### config.mk
export PLATFORM = sky130hd
export DESIGN_NAME = mbs_front
export DESIGN_NICKNAME = d
export VERILOG_FILES = /design/src/shared/mbs_pkg.sv /design/src/core/mbs_front.sv
export SDC_FILE = /design/constraint.sdc
export NUM_CORES = 1
export LEC_CHECK = 0
export CAP_MARGIN = 20
export CORE_ASPECT_RATIO = 0.8
export CORE_MARGIN = 4
export CORE_UTILIZATION = 30
export DETAILED_ROUTE_END_ITERATION = 12
export DONT_BUFFER_PORTS = 1
export HOLD_SLACK_MARGIN = 0.12
export PLACE_DENSITY = 0.4
export RECOVER_POWER = 25
export SYNTH_ARGS = -nofsm -noshare
export SYNTH_HDL_FRONTEND = slang
export SYNTH_SLANG_ARGS = --single-unit
### constraint.sdc
create_clock -name ref_clk -period 3.93 [get_ports ref_clk]
set_clock_uncertainty 0.2 [all_clocks]
set_input_delay 0 -clock ref_clk [delete_from_list [all_inputs] [get_ports ref_clk]]
set_output_delay 0 -clock ref_clk [all_outputs]
set_load 0.005 [all_outputs]
### src/shared/mbs_pkg.sv
// Purpose: constants for the station address and function map front end
// Assumes: 32-bit APB, byte addresses, one word per register
// Notes:   the baud, format, parity and delay words are 16 bits and sit in the low half
package mbs_pkg;
	// ==========================================================
	// register byte offsets
	localparam logic [11:0] OFF_CTRL   = 12'h000;
	localparam logic [11:0] OFF_SADDR  = 12'h004;
	localparam logic [11:0] OFF_BAUD   = 12'h008;
	localparam logic [11:0] OFF_FMT    = 12'h00c;
	localparam logic [11:0] OFF_PARITY = 12'h010;
	localparam logic [11:0] OFF_DELAY  = 12'h014;
	localparam logic [11:0] OFF_STATUS = 12'h018;
	localparam logic [11:0] OFF_COUNT  = 12'h01c;
	// ==========================================================
	// field positions
	localparam int CTRL_SRC_SW = 0;
	localparam int CTRL_ASCII  = 1;
	localparam int STAT_RESTOR = 14;
	// ==========================================================
	// reset and restored values, and the lowest stored address
	localparam logic [1:0]  CTRL_RST   = 2'h1;
	localparam logic [7:0]  SADDR_RST  = 8'h20;
	localparam logic [7:0]  SADDR_MIN  = 8'h20;
	localparam logic [15:0] BAUD_RST   = 16'h0003;
	localparam logic [15:0] FMT_RST    = 16'h0018;
	localparam logic [15:0] PARITY_RST = 16'h0000;
	localparam logic [15:0] DELAY_RST  = 16'h0000;
	// ==========================================================
	// function codes and exception codes
	localparam logic [7:0] FC_RD_OUTBIT  = 8'h01;
	localparam logic [7:0] FC_RD_INBIT   = 8'h02;
	localparam logic [7:0] FC_RD_INREG   = 8'h03;
	localparam logic [7:0] FC_RD_HOLD    = 8'h04;
	localparam logic [7:0] FC_WR_OUTBIT  = 8'h05;
	localparam logic [7:0] FC_WR_HOLD    = 8'h06;
	localparam logic [7:0] FC_WRN_OUTBIT = 8'h0f;
	localparam logic [7:0] FC_WRN_HOLD   = 8'h10;
	localparam logic [7:0] EXC_FUNC      = 8'h01;
	localparam logic [7:0] EXC_VALUE     = 8'h03;
	// ==========================================================
	// timing: switch settle window after reset release
	localparam logic [2:0] BOOT_CYCLES = 3'h6;
	// ==========================================================
	// data spaces and power-up check states
	typedef enum logic [1:0] {SP_OUTBIT, SP_INBIT, SP_INREG, SP_HOLD} mbs_space_t;
	typedef enum logic [1:0] {BT_SETTLE, BT_CHECK, BT_RUN} mbs_boot_t;
endpackage : mbs_pkg

### src/core/mbs_front.sv
// Purpose: station address forming and function code map of the serial slave
// Assumes: frame fields come decoded from a framer on ref_clk; switches are pins
// Notes:   one request per frame strobe, answer one cycle later from flops
`timescale 1ns/1ps
// Functional notes
// RULE1: in switch mode the station address is the switch value 0..31.
// RULE2: switches weigh 1,2,4,8,16, first lowest; on adds its weight.
// RULE3: addresses 32..255 come only from software writes, never switches.
// RULE4: bit outputs use codes 1,5,15; bit inputs use code 2.
// RULE5: input registers use code 3; holding registers use codes 4,6,16.
// RULE6: every register is one 16-bit word.
// RULE7: frames of the framing mode not configured are ignored.
// RULE8: restore switch on at power-up reloads defaults and clears stored values.
// RULE9: only frames for our station are answered; others get no reply.
module mbs_front (
	// clock and reset
	input  wire logic        ref_clk,
	input  wire logic        arst_n,
	// apb slave
	input  wire logic        psel,
	input  wire logic        penable,
	input  wire logic        pwrite,
	input  wire logic [11:0] paddr,
	input  wire logic [31:0] pwdata,
	output logic      [31:0] prdata,
	output logic             pready,
	output logic             pslverr,
	// dip switches, asynchronous pins
	input  wire logic        addr_switch_weight1,
	input  wire logic        addr_switch_weight2,
	input  wire logic        addr_switch_weight4,
	input  wire logic        addr_switch_weight8,
	input  wire logic        addr_switch_weight16,
	input  wire logic        restore_defaults_switch,
	// decoded frame from the framer
	input  wire logic        frm_valid,
	input  wire logic        frm_ascii,
	input  wire logic [7:0]  frm_station,
	input  wire logic [7:0]  frm_func,
	input  wire logic [15:0] frm_start,
	input  wire logic [15:0] frm_count,
	// command to the data spaces
	output logic             cmd_valid,
	output logic [1:0]       cmd_space,
	output logic             cmd_write,
	output logic [15:0]      cmd_start,
	output logic [15:0]      cmd_count,
	// exception reply request
	output logic             exc_valid,
	output logic [7:0]       exc_code,
	// settings towards the framer
	output logic [7:0]       station_addr,
	output logic             mode_ascii
);
	// ==========================================================
	// switch synchronisers
	logic [5:0] s1_q, s2_q, s3_q, sw_q, sw_d;
	logic [5:0] pins;
	assign pins = {restore_defaults_switch, addr_switch_weight16, addr_switch_weight8,
		addr_switch_weight4, addr_switch_weight2, addr_switch_weight1}; // RULE2

	// a change counts only once stages two and three agree
	always_comb begin
		for (int i = 0; i < 6; i++) begin
			sw_d[i] = (s2_q[i] == s3_q[i]) ? s3_q[i] : sw_q[i];
		end
	end

	always_ff @(posedge ref_clk or negedge arst_n) begin
		if (!arst_n) begin
			s1_q <= 6'h00;
			s2_q <= 6'h00;
			s3_q <= 6'h00;
			sw_q <= 6'h00;
		end else begin
			s1_q <= pins;
			s2_q <= s1_q;
			s3_q <= s2_q;
			sw_q <= sw_d;
		end
	end

	// ==========================================================
	// power-up restore check
	mbs_pkg::mbs_boot_t boot_q, boot_d;
	logic [2:0] bcnt_q, bcnt_d;
	logic       restore_d, restore_q, restored_q, restored_d;

	// wait until the synchroniser is filled before trusting the switch
	always_comb begin
		boot_d     = boot_q;
		bcnt_d     = bcnt_q;
		restore_d  = 1'b0;
		restored_d = restored_q;
		case (boot_q)
			mbs_pkg::BT_SETTLE: begin
				bcnt_d = bcnt_q + 3'h1;
				if (bcnt_q == mbs_pkg::BOOT_CYCLES) boot_d = mbs_pkg::BT_CHECK;
			end
			mbs_pkg::BT_CHECK: begin
				restore_d  = sw_q[5]; // RULE8
				restored_d = sw_q[5];
				boot_d     = mbs_pkg::BT_RUN;
			end
			mbs_pkg::BT_RUN: ;
			default: boot_d = mbs_pkg::BT_SETTLE;
		endcase
	end

	always_ff @(posedge ref_clk or negedge arst_n) begin
		if (!arst_n) begin
			boot_q     <= mbs_pkg::BT_SETTLE;
			bcnt_q     <= 3'h0;
			restore_q  <= 1'b0;
			restored_q <= 1'b0;
		end else begin
			boot_q     <= boot_d;
			bcnt_q     <= bcnt_d;
			restore_q  <= restore_d;
			restored_q <= restored_d;
		end
	end

	// ==========================================================
	// configuration registers and apb slave
	logic [1:0]  ctrl_q, ctrl_d;
	logic [7:0]  saddr_q, saddr_d, station_q, station_d;
	logic [15:0] baud_q, baud_d, fmt_q, fmt_d, par_q, par_d, dly_q, dly_d;
	logic [15:0] cnt_q, cnt_d;
	logic [31:0] rdata_d;
	logic        err_d, rdy_d, wr_en, cmd_d;

	assign wr_en = psel && penable && pready && pwrite && !pslverr;

	// decode in setup, answer in the single access cycle
	always_comb begin
		rdy_d   = psel && !penable;
		err_d   = 1'b0;
		rdata_d = 32'h0000_0000;
		case (paddr)
			mbs_pkg::OFF_CTRL:   rdata_d = {30'h0, ctrl_q};
			mbs_pkg::OFF_SADDR: begin
				rdata_d = {24'h0, saddr_q};
				err_d   = pwrite && (pwdata[31:8] != 24'h0 || pwdata[7:0] < mbs_pkg::SADDR_MIN); // RULE3
			end
			mbs_pkg::OFF_BAUD:   rdata_d = {16'h0, baud_q}; // RULE6
			mbs_pkg::OFF_FMT:    rdata_d = {16'h0, fmt_q};
			mbs_pkg::OFF_PARITY: rdata_d = {16'h0, par_q};
			mbs_pkg::OFF_DELAY:  rdata_d = {16'h0, dly_q};
			mbs_pkg::OFF_STATUS: begin
				rdata_d = {17'h0, restored_q, sw_q, station_q};
				err_d   = pwrite;
			end
			mbs_pkg::OFF_COUNT: begin
				rdata_d = {16'h0, cnt_q};
				err_d   = pwrite;
			end
			default: err_d = 1'b1;
		endcase
		if (!rdy_d) begin
			rdata_d = prdata;
			err_d   = pslverr;
		end
	end

	// software writes, with the power-up restore taking priority
	always_comb begin
		ctrl_d  = ctrl_q;
		saddr_d = saddr_q;
		baud_d  = baud_q;
		fmt_d   = fmt_q;
		par_d   = par_q;
		dly_d   = dly_q;
		cnt_d   = cmd_d ? cnt_q + 16'h0001 : cnt_q;
		if (wr_en) begin
			case (paddr)
				mbs_pkg::OFF_CTRL:   ctrl_d  = pwdata[1:0];
				mbs_pkg::OFF_SADDR:  saddr_d = pwdata[7:0]; // RULE3
				mbs_pkg::OFF_BAUD:   baud_d  = pwdata[15:0];
				mbs_pkg::OFF_FMT:    fmt_d   = pwdata[15:0];
				mbs_pkg::OFF_PARITY: par_d   = pwdata[15:0];
				mbs_pkg::OFF_DELAY:  dly_d   = pwdata[15:0];
				default: ;
			endcase
		end
		if (restore_q) begin // RULE8
			ctrl_d  = mbs_pkg::CTRL_RST;
			saddr_d = mbs_pkg::SADDR_RST;
			baud_d  = mbs_pkg::BAUD_RST;
			fmt_d   = mbs_pkg::FMT_RST;
			par_d   = mbs_pkg::PARITY_RST;
			dly_d   = mbs_pkg::DELAY_RST;
			cnt_d   = 16'h0000;
		end
		// switches give only 0..31, stored value only 32..255
		station_d = ctrl_q[mbs_pkg::CTRL_SRC_SW] ? {3'h0, sw_q[4:0]} : saddr_q; // RULE1 RULE3
	end

	always_ff @(posedge ref_clk or negedge arst_n) begin
		if (!arst_n) begin
			ctrl_q    <= mbs_pkg::CTRL_RST;
			saddr_q   <= mbs_pkg::SADDR_RST;
			baud_q    <= mbs_pkg::BAUD_RST;
			fmt_q     <= mbs_pkg::FMT_RST;
			par_q     <= mbs_pkg::PARITY_RST;
			dly_q     <= mbs_pkg::DELAY_RST;
			cnt_q     <= 16'h0000;
			station_q <= 8'h00;
			prdata    <= 32'h0000_0000;
			pready    <= 1'b0;
			pslverr   <= 1'b0;
		end else begin
			ctrl_q    <= ctrl_d;
			saddr_q   <= saddr_d;
			baud_q    <= baud_d;
			fmt_q     <= fmt_d;
			par_q     <= par_d;
			dly_q     <= dly_d;
			cnt_q     <= cnt_d;
			station_q <= station_d;
			prdata    <= rdata_d;
			pready    <= rdy_d;
			pslverr   <= err_d;
		end
	end

	// ==========================================================
	// function code interpreter
	// returns {supported, write, space}
	function automatic logic [3:0] fc_map(input logic [7:0] fc);
		case (fc)
			mbs_pkg::FC_RD_OUTBIT:  fc_map = {2'b10, mbs_pkg::SP_OUTBIT}; // RULE4
			mbs_pkg::FC_WR_OUTBIT:  fc_map = {2'b11, mbs_pkg::SP_OUTBIT};
			mbs_pkg::FC_WRN_OUTBIT: fc_map = {2'b11, mbs_pkg::SP_OUTBIT};
			mbs_pkg::FC_RD_INBIT:   fc_map = {2'b10, mbs_pkg::SP_INBIT};
			mbs_pkg::FC_RD_INREG:   fc_map = {2'b10, mbs_pkg::SP_INREG}; // RULE5
			mbs_pkg::FC_RD_HOLD:    fc_map = {2'b10, mbs_pkg::SP_HOLD};
			mbs_pkg::FC_WR_HOLD:    fc_map = {2'b11, mbs_pkg::SP_HOLD};
			mbs_pkg::FC_WRN_HOLD:   fc_map = {2'b11, mbs_pkg::SP_HOLD};
			default:                fc_map = 4'h0;
		endcase
	endfunction : fc_map

	logic [3:0]  fm;
	logic        hit, single, exc_d, wr_d;
	logic [1:0]  sp_d;
	logic [7:0]  code_d;
	logic [15:0] cnt_out_d;

	// a frame for another station or framing leaves the outputs quiet
	always_comb begin
		fm        = fc_map(frm_func);
		single    = frm_func == mbs_pkg::FC_WR_OUTBIT || frm_func == mbs_pkg::FC_WR_HOLD;
		hit       = frm_valid && frm_station == station_q // RULE9
			&& frm_ascii == ctrl_q[mbs_pkg::CTRL_ASCII]; // RULE7
		cmd_d     = 1'b0;
		exc_d     = 1'b0;
		code_d    = exc_code;
		sp_d      = cmd_space;
		wr_d      = cmd_write;
		cnt_out_d = single ? 16'h0001 : frm_count;
		if (hit) begin
			if (!fm[3]) begin
				exc_d  = 1'b1;
				code_d = mbs_pkg::EXC_FUNC;
			end else if (cnt_out_d == 16'h0000) begin
				exc_d  = 1'b1;
				code_d = mbs_pkg::EXC_VALUE;
			end else begin
				cmd_d = 1'b1;
				sp_d  = fm[1:0];
				wr_d  = fm[2];
			end
		end
	end

	always_ff @(posedge ref_clk or negedge arst_n) begin
		if (!arst_n) begin
			cmd_valid    <= 1'b0;
			cmd_space    <= 2'h0;
			cmd_write    <= 1'b0;
			cmd_start    <= 16'h0000;
			cmd_count    <= 16'h0000;
			exc_valid    <= 1'b0;
			exc_code     <= 8'h00;
			station_addr <= 8'h00;
			mode_ascii   <= 1'b0;
		end else begin
			cmd_valid    <= cmd_d;
			cmd_space    <= sp_d;
			cmd_write    <= wr_d;
			cmd_start    <= cmd_d ? frm_start : cmd_start;
			cmd_count    <= cmd_d ? cnt_out_d : cmd_count;
			exc_valid    <= exc_d;
			exc_code     <= code_d;
			station_addr <= station_d;
			mode_ascii   <= ctrl_d[mbs_pkg::CTRL_ASCII];
		end
	end
endmodule : mbs_front

==> results.tsv <==
metric	value	unit
status	complete, but fails checks	
violated checks	hold timing	
core area	29500	µm²
Routed Antenna Nets	0	
peak supply drop	0.303	mV
GRT Util Overall	0.173	
synthesized instance count	863	
R2R cell count	9	
final setup fails	0	
Synth top area share	0.499	
relative slew slack	0.329	
Primary FF master, synth	dfrtp_1	
Leakage	4.96	nW
Initial Util	0.306	
Detail Placement HPWL	18.4	mm
hold buffer count at cts	139	
worst-skew pair later-pin latency	0.45	ns
crit start category	flip-flop	
largest net degree at the start of global routing	187	
Final Non-Filler Cells	1402	
worst-path maximum fanout	22	
Reg2Reg Setup Slack	0.28	ns
final-layout fill cell count	2917	
Avg WL per Cell	20.4	µm
TritonCTS clock tree	done	
First DRT Iteration DRCs	368	
Yosys reg bits	186	
global-route wire length before repair	44.0	mm
max-cap violations	0	
area occupied by multi-input gates	3940	µm²
register area	4660	µm²
row cnt	56	
total wire length	28.6	mm
final count of hold timing violations	186	
Final Wtd Congestion	0.758	
placed cells	1231	
Crit path required time	4.05	ns
worst path arrival time	3.77	ns
R2R Path Start	station_addr[1]$_DFF_PN0_	
I/O Buffers	0	
vias in the first global route	7072	
Residual DRC	0	
Buf/Inv on CP	4	
Async SR Flop Fraction	1.00	
clk slew on worst S/H paths	0.07	ns
synth unique cells	54	
total negative slack	0	ns
Root Buffer	clkbuf_16	
Final Slew Violations	0	
sequential fraction of the synthesis area	0.516	
via count	6865	
fin util	0.384	
RR Endpoint	cmd_start[13]$_DFFE_PN0P_	
deepest clock path buffer count	2	
synth top area cells	dfrtp_1 (50%), mux2i_1 (6.7%), nand2_1 (4.1%)	
CP Cell Sequence	xor2_1 > nor4_2 > dlygate4sd3_1 > buf_4 > nand3_1 > nor3_4 > buf_4 > mux2_2 > dlygate4sd3_1	
clk sink count	186	
Post-CTS Setup Bufs	0	
EDFF count, synth	0	
H-tree depth	4	
layout cell share with drive strength beyond 1	0.108	
post-route minimum period	3.65	ns
hold crit path type	in2async	
Worst Tran Pin Value	1.01	ns
Hold Worst Slack	-0.946	ns
Top delay family on crit path	buffers and inverters	
RSZ-0062 raised after global routing	false	
PD cells	344	nW/µm²
nets	1097	
die height	163	µm
fmax	0.274	GHz
Post-Syn Area	9030	µm²
TritonRoute pass-1 iters	5	
Antenna Cells	0	
Tcrit/Tclk final	0.928	
die area	33000	µm²
CTS buffer count	17	
Critical-path top delay cell	dlygate4sd3_1	
max incr delay on CP	0.58	ns
initial antenna violation count	2	
Die W	202	µm
Synth Area per Inst	10.5	µm²
Syn-to-layout area delta	25.4	%
Crit Path Class	reg2reg	
Synth area leader	dfrtp_1	
# IOs	193	
Worst setup EP type	flip-flop	
vias per std cell	4.90	
number of synthesis warnings	0	
total grt overflow	0	
==> worst reg2reg max path, delay by kind of cell (launching register included) <==
| kind | cells | cell delay, ns |
|---|---|---|
| simple gates | 3 | 0.60 |
| flops | 1 | 0.47 |
| buf+inv | 4 | 1.66 |
| mux | 1 | 0.39 |
| xor+xnor | 1 | 0.20 |
==> sequential cells by signal, summed over array words and instances (netlist names), 16 cells and up <==
signal,cells
cmd_count,16
cmd_start,16
dly_q,16
prdata,16
cnt_q,16
fmt_q,16
par_q,16
baud_q,16
==> layer usage <==
metal	up-vias	share of wire	GRT usage
li1	3237	-	-
met1	3401	0.49	0.256
met2	194	0.44	0.253
met3	29	0.064	0.0447
met4	4	0.014	0.0435
met5	-	0.00094	0
==> cells in the mapped netlist (all sizes together), types with 7 or more instances <==
master / number
ha: 9
nor2: 47
mux2: 41
nand2: 99
clkbuf: 41
a21oi: 74
o21ai: 70
nand3: 11
dfrtp: 180
o221ai: 7
nand4: 12
o22ai: 8
nor4: 27
inv: 26
mux2i: 60
buf: 36
xor2: 9
nand2b: 11
nor2b: 27
==> repair_timing <==
action	4_1_cts	5_1_grt
endpoints found under the hold margin	336	186
resized for setup	0	2
endpoints found under the setup margin	0	1
==> cells in the final DEF (no fill, tap or decap), types with 26 or more instances in the layout <==
cell and n:
inv_1 26, dfrtp_1 179, nand2_1 99, mux2_2 31, nor2b_1 27, o21ai_0 70
nor2_1 46, a21oi_1 74, mux2i_1 60, dlygate4sd3_1 137
==> worst max path at each step <==
stage | startpoint | endpoint | slack (ns) | cells past startpoint
after floorplan | station_addr[7]$_DFF_PN0_ | cmd_start[9]$_DFFE_PN0P_ | 1.36 | 7
after global placement | station_addr[6]$_DFF_PN0_ | cnt_q[5]$_DFFE_PN0P_ | 1.06 | 5
after detailed placement | ctrl_q[1]$_DFFE_PN0P_ | cnt_q[3]$_DFFE_PN0P_ | 0.94 | 5
after CTS | paddr[4] | fmt_q[5]$_DFFE_PN0P_ | 0.05 | 10
after global routing | paddr[10] | fmt_q[5]$_DFFE_PN0P_ | 0.08 | 10
final | station_addr[1]$_DFF_PN0_ | cmd_start[13]$_DFFE_PN0P_ | 0.28 | 9
==> power breakdown <==
group	total (W)	internal (W)	switching (W)
Clock	0.00166	0.000892	0.000772
Sequential	0.00199	0.00195	0.0000370
Combinational	0.000247	0.000132	0.000115
==> per-stage QoR <==
step                      total power, W  cell area, µm²  setup slack (ns)
after floorplan                  0.00213            9110              1.36
after global placement           0.00214            9360              1.06
after detailed placement         0.00214            9360             0.943
after CTS                        0.00396           11300            0.0494
after global routing             0.00407           11300            0.0834
final                            0.00390           11300             0.284
==> logic make-up (layout without fill, tap and decap cells) <==
logic type	count (synthesis)	in the layout	synth area share
flops	186	186	0.516
fa+ha+maj	15	15	0.0191
compound gates	182	182	0.115
xor+xnor	12	12	0.0116
other cells	1	22	0.000415
simple gates	257	257	0.147
mux	107	107	0.133
buf+inv	103	215	0.0578
==> final cells by class <==
cell class,count,area share
multi-input cells,595,0.348
clock buffers,22,0.0401
repair buffers,157,0.138
flip-flops and latches,186,0.412
clock inverters,10,0.00851
inverters,26,0.00862
well taps,406,0.0449
No activity file was read; power rests on OpenSTA's default activity.
